[config.mk]
export PLATFORM = sky130hd
export DESIGN_NAME = bridge_fault_supervisor
export DESIGN_NICKNAME = d
export VERILOG_FILES = /design/src/bridge_fault_pkg.sv /design/src/fault_filter_if.sv /design/src/deglitch_filter.sv /design/src/bridge_fault_supervisor.sv
export SDC_FILE = /design/constraint.sdc
export NUM_CORES = 1
export LEC_CHECK = 0
export BUFFER_PORTS_ARGS = -buffer_cell sky130_fd_sc_hd__buf_2
export CAP_MARGIN = 20
export CORE_UTILIZATION = 30
export DETAILED_ROUTE_END_ITERATION = 8
export PLACE_DENSITY_LB_ADDON = 0.12
export SETUP_SLACK_MARGIN = 0.02
export SYNTH_ARGS = -nofsm -noshare
export SYNTH_HDL_FRONTEND = slang
export SYNTH_SLANG_ARGS = --single-unit
[constraint.sdc]
create_clock -name clk -period 3.65 [get_ports clk]
set_input_delay 0.365 -clock clk [delete_from_list [all_inputs] [get_ports clk]]
set_output_delay 0.365 -clock clk [all_outputs]
set_load 0.05 [all_outputs]
[src/bridge_fault_pkg.sv]
/*
  Constants for the bridge fault supervisor: filter times, cycle counts,
  status bit positions and reset values of the configuration bits.
  Assumes a 50 MHz system clock.
*/
`default_nettype none
package bridge_fault_pkg;
  // ----------------------------------------------------------------
  // Clock and filter times
  // ----------------------------------------------------------------
  localparam int CLK_MHZ        = 50;      // System clock rate
  localparam int UV_FILTER_US   = 10;      // Undervoltage filter, shorter than OT
  localparam int OV_FILTER_NS   = 3000;    // Overvoltage filter, 3.0 us
  localparam int OT_FILTER_US   = 11;      // Overtemperature filter
  localparam int TW_CYCLES      = 2;       // Warning deglitch only, flag is live
  localparam int UV_CYCLES      = UV_FILTER_US * CLK_MHZ;          // Rounded down
  localparam int OV_CYCLES      = (OV_FILTER_NS * CLK_MHZ) / 1000; // Rounded down
  localparam int OT_CYCLES      = OT_FILTER_US * CLK_MHZ;          // Rounded down
  localparam int CNT_W          = 10;      // Counter width, holds 550

  // ----------------------------------------------------------------
  // Status and mask bit positions
  // ----------------------------------------------------------------
  localparam int ST_OT   = 0;
  localparam int ST_TW   = 1;
  localparam int ST_SCG1 = 4;
  localparam int ST_SCG2 = 5;
  localparam int ST_SCP1 = 6;
  localparam int ST_SCP2 = 7;
  localparam int ST_OV   = 8;
  localparam int ST_UV   = 9;
  localparam int ST_W    = 10;             // Status vector width

  // ----------------------------------------------------------------
  // Reset values
  // ----------------------------------------------------------------
  localparam logic [9:0] MASK_RESET = 10'h2F1; // UV, SC*, OT set; OV, TW clear
  localparam logic       OVD_RESET  = 1'b0;    // Overvoltage protection active

  // Output drive commands of one bridge leg
  typedef enum logic [1:0] {LEG_OFF, LEG_HIGH, LEG_LOW} leg_cmd_t;
endpackage : bridge_fault_pkg
`default_nettype wire

[src/fault_filter_if.sv]
/*
  Interface carrying one filtered comparator between the supervisor and
  its filter instance. Assumes one clock, driven by the supervisor.
*/
`timescale 1ns/1ps
`default_nettype none
interface fault_filter_if;
  logic rawLevel;    // Unsynchronised comparator level
  logic filtered;    // Level after synchroniser and filter
  modport sup (output rawLevel, input filtered);
  modport flt (input rawLevel, output filtered);
endinterface : fault_filter_if
`default_nettype wire

[src/deglitch_filter.sv]
/*
  Two-stage synchroniser plus symmetric time filter for one comparator.
  The output changes only after the synced input differs from it for
  LIMIT consecutive cycles. Assumes a synchronous, active-high reset.
*/
`timescale 1ns/1ps
`default_nettype none
module deglitch_filter #(
  parameter int LIMIT = 4
) (
  input  wire logic      clk,
  input  wire logic      sys_rst,
  fault_filter_if.flt    port
);
  import bridge_fault_pkg::*;

  // ----------------------------------------------------------------
  // Synchroniser and counter
  // ----------------------------------------------------------------
  logic             syncA_reg;   // First stage, read only by second
  logic             syncB_reg;   // Second stage
  logic             out_reg;     // Filtered level
  logic [CNT_W-1:0] cnt_reg;     // Cycles of disagreement

  wire differ  = syncB_reg != out_reg;                  // Input disagrees
  wire expired = cnt_reg == CNT_W'(LIMIT - 1);          // Time reached

  // Counter restarts whenever input falls back before expiry
  always_ff @(posedge clk) begin
    if (sys_rst) begin
      syncA_reg <= 1'b0;
      syncB_reg <= 1'b0;
      out_reg   <= 1'b0;
      cnt_reg   <= '0;
    end else begin
      syncA_reg <= port.rawLevel;
      syncB_reg <= syncA_reg;
      if (!differ) begin
        cnt_reg <= '0;
      end else if (expired) begin
        out_reg <= syncB_reg;
        cnt_reg <= '0;
      end else begin
        cnt_reg <= cnt_reg + 1'b1;
      end
    end
  end

  assign port.filtered = out_reg;

  // Output may only change after LIMIT disagreeing cycles
  property p_filter_hold;
    @(posedge clk) disable iff (sys_rst)
      $changed(out_reg) |-> ($past(cnt_reg) == CNT_W'(LIMIT - 1));
  endproperty
  a_filter_hold: assert property (p_filter_hold)
    else $error("filter output moved before its count expired");
endmodule : deglitch_filter
`default_nettype wire

[src/bridge_fault_supervisor.sv]
/*
  Protection and supervision for a two-leg bridge driver: filters supply
  and temperature comparators, decodes pins into leg commands, latches
  faults and drives the active-low fault status pin.
  Assumes comparator and short inputs are raw levels, pins synchronous,
  and a host that pulses faultClear to clear latched flags.
*/
`timescale 1ns/1ps
`default_nettype none
module bridge_fault_supervisor (
  input  wire logic                       clk,
  input  wire logic                       sys_rst,
  input  wire logic                       chip_enable_pin,     // Low or floating: sleep
  input  wire logic                       disable_pin,         // High or floating: off
  input  wire logic                       direction_input_one, // Floating reads low
  input  wire logic                       direction_input_two,
  input  wire logic                       virtual_input_one,
  input  wire logic                       virtual_input_two,
  input  wire logic                       inputSelect,         // 1: virtual inputs
  input  wire logic                       outputEnable,        // Output-enable bit
  input  wire logic                       bridgeMode,          // 1: full bridge
  input  wire logic                       ov_protect_disable,
  input  wire logic [9:0]                 faultMask,           // Status bit order
  input  wire logic                       faultClear,          // One-cycle clear pulse
  input  wire logic                       uvComp,              // Supply below threshold
  input  wire logic                       ovComp,              // Supply above threshold
  input  wire logic                       twComp,              // Temp above warning
  input  wire logic                       otComp,              // Temp above shutdown
  input  wire logic [3:0]                 shortDetect,         // SCG1,SCG2,SCP1,SCP2
  output logic [1:0]                      highSideOn,          // [0] leg one
  output logic [1:0]                      lowSideOn,
  output logic                            fault_status_n,
  output logic [bridge_fault_pkg::ST_W-1:0] statusFlags
);
  import bridge_fault_pkg::*;

  // ----------------------------------------------------------------
  // Comparator filters
  // ----------------------------------------------------------------
  fault_filter_if uvIf ();   // Undervoltage path
  fault_filter_if ovIf ();   // Overvoltage path
  fault_filter_if otIf ();   // Overtemperature path
  fault_filter_if twIf ();   // Warning path, short filter only

  assign uvIf.rawLevel = uvComp;
  assign ovIf.rawLevel = ovComp;
  assign otIf.rawLevel = otComp;
  assign twIf.rawLevel = twComp;

  // Symmetric filter on undervoltage gives both entry and recovery times
  deglitch_filter #(.LIMIT(UV_CYCLES)) uUv (.clk(clk), .sys_rst(sys_rst), .port(uvIf));
  deglitch_filter #(.LIMIT(OV_CYCLES)) uOv (.clk(clk), .sys_rst(sys_rst), .port(ovIf));
  deglitch_filter #(.LIMIT(OT_CYCLES)) uOt (.clk(clk), .sys_rst(sys_rst), .port(otIf));
  deglitch_filter #(.LIMIT(TW_CYCLES)) uTw (.clk(clk), .sys_rst(sys_rst), .port(twIf));

  wire uvActive = uvIf.filtered;   // Live undervoltage condition
  wire ovActive = ovIf.filtered;   // Live overvoltage condition
  wire otActive = otIf.filtered;   // Live overtemperature
  wire twActive = twIf.filtered;   // Live warning

  // Short inputs are treated as already qualified by the analog side
  logic [3:0] scSyncA_reg;   // First stage
  logic [3:0] scSync_reg;    // Second stage

  always_ff @(posedge clk) begin
    if (sys_rst) begin
      scSyncA_reg <= 4'h0;
      scSync_reg  <= 4'h0;
    end else begin
      scSyncA_reg <= shortDetect;
      scSync_reg  <= scSyncA_reg;
    end
  end

  // ----------------------------------------------------------------
  // Latched status flags
  // ----------------------------------------------------------------
  logic       otLatch_reg;    // Overtemperature flag
  logic       ovLatch_reg;    // Overvoltage flag
  logic       uvLatch_reg;    // Undervoltage flag
  logic [3:0] scLatch_reg;    // Short flags, SCG1..SCP2

  // Pin-driven release of latches: sleep or disable
  wire pinRelease = !chip_enable_pin || disable_pin;
  // Overtemp flag may only clear once the comparator has cooled
  wire otClearOk  = (faultClear || pinRelease) && !otActive;
  wire anyClear   = faultClear || pinRelease;

  // Set wins over clear for every flag
  always_ff @(posedge clk) begin
    if (sys_rst) begin
      otLatch_reg <= 1'b0;
      ovLatch_reg <= 1'b0;
      uvLatch_reg <= 1'b0;
      scLatch_reg <= 4'h0;
    end else begin
      if (otActive) begin
        otLatch_reg <= 1'b1;
      end else if (otClearOk) begin
        otLatch_reg <= 1'b0;
      end
      if (ovActive) begin
        ovLatch_reg <= 1'b1;
      end else if (anyClear) begin
        ovLatch_reg <= 1'b0;
      end
      if (uvActive) begin
        uvLatch_reg <= 1'b1;
      end else if (anyClear) begin
        uvLatch_reg <= 1'b0;
      end
      scLatch_reg <= scSync_reg | (anyClear ? 4'h0 : scLatch_reg);
    end
  end

  // ----------------------------------------------------------------
  // Input selection and decode
  // ----------------------------------------------------------------
  wire inOne = inputSelect ? virtual_input_one : direction_input_one;
  wire inTwo = inputSelect ? virtual_input_two : direction_input_two;

  // Full-bridge: 11 -> H/L, 01 -> L/H, x0 -> H/H
  wire fullOneHigh = !inTwo || inOne;
  wire fullTwoHigh = !inTwo || !inOne;
  wire oneHigh     = bridgeMode ? fullOneHigh : inOne;
  wire twoHigh     = bridgeMode ? fullTwoHigh : inTwo;

  // Short on leg one is SCG1 or SCP1, leg two SCG2 or SCP2
  wire scLegOne = scLatch_reg[0] || scLatch_reg[2];
  wire scLegTwo = scLatch_reg[1] || scLatch_reg[3];
  wire scAny    = scLegOne || scLegTwo;

  // Tri-state conditions
  wire pinsRun  = chip_enable_pin && !disable_pin && outputEnable;
  wire offBoth  = !pinsRun || uvActive || otLatch_reg;
  wire offOne   = offBoth || (bridgeMode ? scAny : scLegOne);
  wire offTwo   = offBoth || (bridgeMode ? scAny : scLegTwo);
  // Overvoltage braking in full bridge unless protection disabled
  wire ovBrake  = ovActive && bridgeMode && !ov_protect_disable;

  // Leg commands; offs override braking so tri-state wins
  wire oneHiNext = !offOne && (ovBrake || oneHigh);
  wire oneLoNext = !offOne && !ovBrake && !oneHigh;
  wire twoHiNext = !offTwo && (ovBrake || twoHigh);
  wire twoLoNext = !offTwo && !ovBrake && !twoHigh;

  // ----------------------------------------------------------------
  // Status vector and fault pin
  // ----------------------------------------------------------------
  logic [ST_W-1:0] status_next;   // Assembled status bits

  always_comb begin
    status_next           = '0;
    status_next[ST_OT]    = otLatch_reg;
    status_next[ST_TW]    = twActive;
    status_next[ST_SCG1]  = scLatch_reg[0];
    status_next[ST_SCG2]  = scLatch_reg[1];
    status_next[ST_SCP1]  = scLatch_reg[2];
    status_next[ST_SCP2]  = scLatch_reg[3];
    status_next[ST_OV]    = ovLatch_reg;
    status_next[ST_UV]    = uvLatch_reg;
  end

  // Masked faults pull the pin low while awake; disable also pulls it low but sleep does not
  wire maskedFault   = |(status_next & faultMask);
  wire disabledAwake = chip_enable_pin && (disable_pin || !outputEnable);
  wire faultPinLow   = chip_enable_pin && (maskedFault || disabledAwake);

  // ----------------------------------------------------------------
  // Output registers
  // ----------------------------------------------------------------
  always_ff @(posedge clk) begin
    if (sys_rst) begin
      highSideOn     <= 2'h0;
      lowSideOn      <= 2'h0;
      fault_status_n <= 1'b1;
      statusFlags    <= '0;
    end else begin
      highSideOn     <= {twoHiNext, oneHiNext};
      lowSideOn      <= {twoLoNext, oneLoNext};
      fault_status_n <= !faultPinLow;
      statusFlags    <= status_next;
    end
  end

  // ----------------------------------------------------------------
  // Checks
  // ----------------------------------------------------------------
  property p_no_shoot;
    @(posedge clk) disable iff (sys_rst)
      (highSideOn & lowSideOn) == 2'h0;
  endproperty
  a_no_shoot: assert property (p_no_shoot)
    else $error("high and low side on together");

  property p_uv_off;
    @(posedge clk) disable iff (sys_rst)
      uvActive |=> (highSideOn == 2'h0) && (lowSideOn == 2'h0);
  endproperty
  a_uv_off: assert property (p_uv_off)
    else $error("outputs on during undervoltage");

  property p_ot_off;
    @(posedge clk) disable iff (sys_rst)
      otLatch_reg |=> (highSideOn == 2'h0) && (lowSideOn == 2'h0);
  endproperty
  a_ot_off: assert property (p_ot_off)
    else $error("outputs on with overtemp latched");

  property p_ov_brake;
    @(posedge clk) disable iff (sys_rst)
      (ovActive && bridgeMode && !ov_protect_disable && !offBoth && !scAny)
        |=> (highSideOn == 2'h3);
  endproperty
  a_ov_brake: assert property (p_ov_brake)
    else $error("no high-side braking in overvoltage");

  property p_ov_sticky;
    @(posedge clk) disable iff (sys_rst)
      (ovLatch_reg && !ovActive && !anyClear) |=> ovLatch_reg;
  endproperty
  a_ov_sticky: assert property (p_ov_sticky)
    else $error("overvoltage flag lost without clear");

  property p_half_follow;
    @(posedge clk) disable iff (sys_rst)
      (!bridgeMode && pinsRun && !uvActive && !otLatch_reg && scLatch_reg == 4'h0)
        |=> (highSideOn[0] == $past(inOne)) && (lowSideOn[0] == !$past(inOne));
  endproperty
  a_half_follow: assert property (p_half_follow)
    else $error("half-bridge leg one does not follow input");

  property p_dis_pin;
    @(posedge clk) disable iff (sys_rst)
      (chip_enable_pin && disable_pin) |=> !fault_status_n && (highSideOn == 2'h0);
  endproperty
  a_dis_pin: assert property (p_dis_pin)
    else $error("disable did not tri-state and flag");

  property p_sleep_pin;
    @(posedge clk) disable iff (sys_rst)
      !chip_enable_pin |=> fault_status_n && (lowSideOn == 2'h0);
  endproperty
  a_sleep_pin: assert property (p_sleep_pin)
    else $error("sleep did not tri-state with pin high");

  property p_tw_live;
    @(posedge clk) disable iff (sys_rst)
      1'b1 |=> statusFlags[ST_TW] == $past(twActive);
  endproperty
  a_tw_live: assert property (p_tw_live)
    else $error("warning flag not live");
endmodule : bridge_fault_supervisor
`default_nettype wire

==> metrics.md, run 1 <==
| Metric | Value |
|---|---|
| CP max stage delay | 530 ps |
| Worst-path maximum fanout | 10 |
| CTS tree | done |
| Yosys cell types | 48 |
| Post-Route Setup TNS | 0 ps |
| Fin crit period | 1880 ps |
| Most frequent cells in the layout | dfxtp_1, buf_2, nor2b_1 |
| Vias | 2428 |
| Sequential share of power | 0.531 |
| RSZ-0062 raised after global routing | false |
| Cell Rows | 37 |
| Complex-gate fraction of the synthesized area | 0.121 |
| Final wirelength | 6350 um |
| EDFF count, synth | 0 |
| Clk_skew | 12.3 ps |
| Async set-reset flop share out of synthesis | 0 |
| Largest family of logic cells by synthesized area | simple AND/OR/NAND/NOR gates |
| Post-CTS setup buffers | 0 |
| Vias per std cell | 4.72 |
| P&R area growth vs syn | 18.4% |
| Cells after Synth | 324 |
| WHS Path Cells | 2 |
| Initial Utilization | 0.308 |
| WS Path Type | register to register |
| DR WL/cell | 12.4 um |
| Net Sw Frac | 0.226 |
| Fillers | 1067 |
| Status | finished, final reports clean |
| Delay-heaviest family, CP | simple AND/OR/NAND/NOR gates |
| Mapped Area | 3180 um2 |
| Startpoint Class | register |
| CTS H-Tree Depth | 3 |
| Die width | 105 um |
| Post-route ant nets | 0 |
| Die span in y | 105 um |
| Max-cap viol count | 0 |
| Grt ovf | 0 |
| Sequential area share after synthesis | 0.503 |
| Synthesized area per cell | 9.82 um2 |
| Number of port buffers | 41 |
| Crit path DAT | 2160 ps |
| Drt drc | 0 |
| Synth Area in Simple Gates | 0.264 |
| Yosys reg bits | 80 |
| First-pass GRT wire length | 10800 um |
| Setup crit end kind | register |
| Pwr Total | 1.68 mW |
| Crit path buf inv count | 0 |
| WHS Endpoint | scSyncA_reg[3] |
| Gate power share | 0.042 |
| Ant. Diodes | 0 |
| Routability Congestion | 0.702 |
| Worst reg2reg endpoint | uOv.port.filtered |
| Die Area | 11000 um2 |
| Commonest non-fill, non-tap cell in the layout | dfxtp_1 |
| Cts hold-fix bufs | 0 |
| Post-cts resize count | 0 |
| Max-slew violation count | 0 |
| Clk pwr share | 0.427 |
| Pleak | 1.35 nW |
| Slowest CP cell | nor4_4 |
| R2R Setup Slk | 1770 ps |
| P_sw | 0.380 mW |
| Total I/O pin count | 46 |
| Worst hold margin | 220 ps |
| CTS clk-pin slew, worst paths | 90 ps |
| CTS Buf Count | 9 |
| Critical Path, Cell by Cell | ha_1 -> or4b_4 -> nor4_4 -> mux2i_1 |
| Worst Tran Pin Value | 678 ps |
| Vias in the first global route | 2234 |
| Setup-failing EPs final | 0 |
| Synth Area in XOR/XNOR | 0.0413 |
| Worst relative slew slack | 0.545 |
| Hpwl dp | 4560 um |
| HP Class | input pin to register |
| Clock buffer depth | 2 |
| 1st-pass router iterations | 5 |
| Fraction of layout instances using a drive strength above 1 | 0.185 |
| Final Util | 0.365 |
| Synth Area in Adders | 0.0275 |
| Critical Path Start | uOv.cnt_reg[0] |
| Largest net degree at the start of global routing | 29 |
| Tot GR Track Use | 0.124 |
| Power Dens Cells | 446 nW/um2 |
| FF-to-FF path depth | 4 |
| Warnings, synthesis | 0 |
| Fraction of synthesized area in multiplexers | 0.0201 |
| CORE AREA | 10300 um2 |
| 1st-iter DRT viols | 50 |
| Fin crit share | 0.516 |
| Maximum VDD drop | 0.208 mV |
| Hold_sp | shortDetect[3] |
| Timing-limited maximum frequency | 531 MHz |
| Nets | 411 |
| Clk_lat worst skew | 350 ps |
| Ys flop type | dfxtp_1 |
| R2R Path Start | uOv.cnt_reg[0] |
| P_int | 1.30 mW |
| CP Data Required Time | 3930 ps |
| # clock sinks | 80 |
| Initial antenna violation count | 0 |
| CTS root buf | clkbuf_8 |
| Final hold vios | 0 |
==> synth_stat cells, types with 4 or more instances <==
cell / n / share of area
xor2_1: 10 / 0.028
ha_1: 7 / 0.028
a211oi_1: 11 / 0.026
a21oi_1: 11 / 0.017
dfxtp_1: 80 / 0.50
nand4_1: 11 / 0.022
nand2_1: 24 / 0.028
nor2_1: 6 / 0.0071
or4_1: 5 / 0.012
o31ai_1: 5 / 0.012
inv_1: 8 / 0.0094
clkbuf_1: 4 / 0.0047
or3_1: 13 / 0.026
nor2b_1: 26 / 0.051
a22o_1: 4 / 0.011
nand3_1: 18 / 0.028
nor3_1: 17 / 0.027
xnor2_1: 5 / 0.014
o21ai_0: 18 / 0.028
==> power groups by stage <==
stage / Sequential [mW] / Clock, mW / Combinational, mW
2_1_floorplan: 0.919 / 0 / 0.0379
3_3_place_gp: 0.913 / 0 / 0.0712
3_5_place_dp: 0.913 / 0 / 0.0719
4_1_cts: 0.892 / 0.740 / 0.0720
5_1_grt: 0.894 / 0.780 / 0.0781
6_report: 0.892 / 0.718 / 0.0708
==> layer usage <==
layer  wire length [um]  vias up  track usage
met3                287       10       0.0356
met5                  0        -            0
li1                   -     1277            -
met4                102        0       0.0543
met2               2660       43        0.181
met1               3300     1098        0.168
==> stage by stage <==
step / setup slack [ps] / cell area (um2) / instances
2_1_floorplan: 1970 / 3190 / 325
3_3_place_gp: 1780 / 3550 / 498
3_5_place_dp: 1760 / 3550 / 498
4_1_cts: 1730 / 3770 / 514
5_1_grt: 1590 / 3770 / 514
6_report: 1770 / 3770 / 514
==> worst reg2reg max path, delay by kind of cell (launching register included) <==
| family | cells | cell delay, ps |
|---|---|---|
| fa+ha+maj | 1 | 170 |
| simple gates | 2 | 1000 |
| flops | 1 | 410 |
| mux | 1 | 240 |
==> kinds of logic (layout without fill, tap and decap cells) <==
group           after synthesis  after routing
flops                        80             80
xor+xnor                     15             15
compound gates               57             57
buf+inv                      16             69
other cells                   1              2
simple gates                142            142
mux                           6              6
fa+ha+maj                     7              7
==> cell type report <==
cell class                      count  area (um2)  area share
Multi-Input combinational cell    229        1520       0.402
Clock inverter                      7        96.3      0.0256
Timing Repair Buffer               44         228      0.0604
Tap cell                          136         170      0.0452
Inverter                            9        33.8     0.00896
Sequential cell                    80        1600       0.425
Clock buffer                        9         124      0.0329
==> how the worst max path moves through the flow <==
stage / cells past startpoint / slack [ps] / endpoint
6_report: 4 / 1770 / uOv.port.filtered
5_1_grt: 4 / 1590 / uOv.port.filtered
4_1_cts: 4 / 1730 / uOv.port.filtered
3_5_place_dp: 4 / 1760 / uOv.port.filtered
3_3_place_gp: 4 / 1780 / uOv.port.filtered
2_1_floorplan: 4 / 1970 / uOv.port.filtered
No activity file was read; power rests on OpenSTA's default activity.
==> run 2: changes to the inputs <==
clock period = 1.9 ns   (was 3.65 ns; I/O delays follow)
==> metrics.md, run 2 (synthesis gave the netlist of run 1 again) <==
| Metric | Value |
|---|---|
| Post-CTS setup buffers | 0 (unchanged) |
| Crit path DAT | 2050 ps (-110 ps) |
| First-pass GRT wire length | 11000 um (+2.4%) |
| Setup-failing EPs final | 0 (unchanged) |
| Hpwl dp | 4610 um (+1.3%) |
| Cell Rows | 37 (unchanged) |
| Vias | 2462 (+1.4%) |
| Power Dens Cells | 833 nW/um2 (+87%) |
| CTS root buf | clkbuf_8 |
| Max-cap viol count | 0 (unchanged) |
| Drt drc | 0 (unchanged) |
| Post-route ant nets | 0 (unchanged) |
| Clock buffer depth | 2 (unchanged) |
| Clk_skew | 9.59 ps (-2.67 ps) |
| Ant. Diodes | 0 (unchanged) |
| CP Data Required Time | 2180 ps (-1750 ps) |
| Clk pwr share | 0.415 (-0.012) |
| Timing-limited maximum frequency | 566 MHz (+6.5%) |
| Nets | 416 (+1.2%) |
| Most frequent cells in the layout | dfxtp_1, buf_2, nor2b_1 |
| Cts hold-fix bufs | 0 (unchanged) |
| WHS Endpoint | uUv.syncA_reg |
| Max-slew violation count | 0 (unchanged) |
| P_int | 2.44 mW (+88%) |
| Post-Route Setup TNS | 0 ps (unchanged) |
| Gate power share | 0.044 (+0.002) |
| Clk_lat worst skew | 350 ps (about the same) |
| Routability Congestion | 0.724 (+3.2%) |
| DR WL/cell | 12.4 um (+0.77%) |
| 1st-pass router iterations | 4 (-1) |
| Die width | 105 um (unchanged) |
| Worst-path maximum fanout | 8 (-2) |
| Initial Utilization | 0.308 (unchanged) |
| Total I/O pin count | 46 (unchanged) |
| Fin crit period | 1770 ps (-115 ps) |
| Worst reg2reg endpoint | uOv.port.filtered |
| Maximum VDD drop | 0.263 mV (+27%) |
| Net Sw Frac | 0.229 (+0.00237) |
| Initial antenna violation count | 0 (unchanged) |
| R2R Setup Slk | 130 ps (-1640 ps) |
| P_sw | 0.723 mW (+90%) |
| Fraction of layout instances using a drive strength above 1 | 0.193 (+0.00803) |
| 1st-iter DRT viols | 41 (-18%) |
| Fin crit share | 0.930 (+0.414) |
| Vias per std cell | 4.74 (+0.42%) |
| # clock sinks | 80 (unchanged) |
| Die Area | 11000 um2 (unchanged) |
| Hold_sp | uvComp |
| Worst Tran Pin Value | 550 ps (-129 ps) |
| P&R area growth vs syn | 19.3% |
| Tot GR Track Use | 0.126 (+0.00269) |
| WHS Path Cells | 2 (unchanged) |
| Vias in the first global route | 2308 (+3.3%) |
| Worst relative slew slack | 0.628 (+0.0832) |
| Number of port buffers | 41 (unchanged) |
| FF-to-FF path depth | 5 (+1) |
| CORE AREA | 10300 um2 (unchanged) |
| RSZ-0062 raised after global routing | false |
| CTS tree | done |
| Final hold vios | 0 (unchanged) |
| Pleak | 1.37 nW (+1.5%) |
| WS Path Type | register to register |
| CTS Buf Count | 9 (unchanged) |
| Grt ovf | 0 (unchanged) |
| CTS clk-pin slew, worst paths | 80 ps (about the same) |
| Largest net degree at the start of global routing | 17 (-41%) |
| Pwr Total | 3.16 mW (+88%) |
| Die span in y | 105 um (unchanged) |
| CTS H-Tree Depth | 3 (unchanged) |
| Commonest non-fill, non-tap cell in the layout | dfxtp_1 |
| HP Class | input pin to register |
| Final wirelength | 6460 um (+1.7%) |
| R2R Path Start | uOv.cnt_reg[0] |
| Setup crit end kind | register |
| Status | finished, final reports clean |
| Sequential share of power | 0.541 (+0.010) |
| Startpoint Class | register |
-- run 2: routing by layer --
metal,vias up,GRT usage,wire length (um)
met5,-,0,0
li1,1284,-,-
met3,11,0.0362,279
met2,40,0.191,2770
met4,0,0.0573,114
met1,1127,0.167,3300
-- run 2: worst max-delay path by stage --
stage              startpoint           endpoint  slack, ps  depth (start not counted)
2_1_floorplan  uOv.cnt_reg[0]  uOv.port.filtered        220                          4
3_3_place_gp   uOv.cnt_reg[0]  uOv.port.filtered        170                          5
3_5_place_dp   uOv.cnt_reg[0]  uOv.port.filtered        110                          5
4_1_cts        uOv.cnt_reg[0]  uOv.port.filtered         80                          5
5_1_grt        uOv.cnt_reg[0]  uOv.port.filtered         50                          5
6_report       uOv.cnt_reg[0]  uOv.port.filtered        130                          5
-- run 2: timing repair --
item                       4_1_cts  5_1_grt
resized for setup                0        1
hold endpoints to repair         0        0
setup endpoints to repair        0        1
-- run 2: metrics by stage --
stage	utilization	cell area, um2	hold slack, ps	instances	worst slack [ps]
after global routing	0.368	3800	46.9	519	49.3
after CTS	0.367	3790	29.2	519	76.5
after global placement	0.347	3590	403	503	172
final	0.368	3800	39.2	519	133
after floorplan	-	3190	318	325	223
after detailed placement	0.347	3590	406	503	108
-- run 2: critical path: stages, from the launching register on --
cell and delay (ps):
dfxtp_1 410, ha_1 170, or4b_4 470, nor4_4 300
buf_6 180, mux2i_1 170
-- run 2: power groups by stage --
stage	sequential [mW]	combinational [mW]	clock, mW
after global placement	1.75	0.139	0
after CTS	1.71	0.142	1.36
after floorplan	1.76	0.0727	0
after detailed placement	1.75	0.142	0
final	1.71	0.139	1.31
after global routing	1.72	0.155	1.43
-- run 2: area by class of cell --
class                   count  area, um2
inverters                   9       33.8
repair buffers             49        269
clock inverters             4       52.6
multi-input cells         229       1520
well taps                 136        170
clock buffers              12        155
flip-flops and latches     80       1600
fillers                  1062       6530
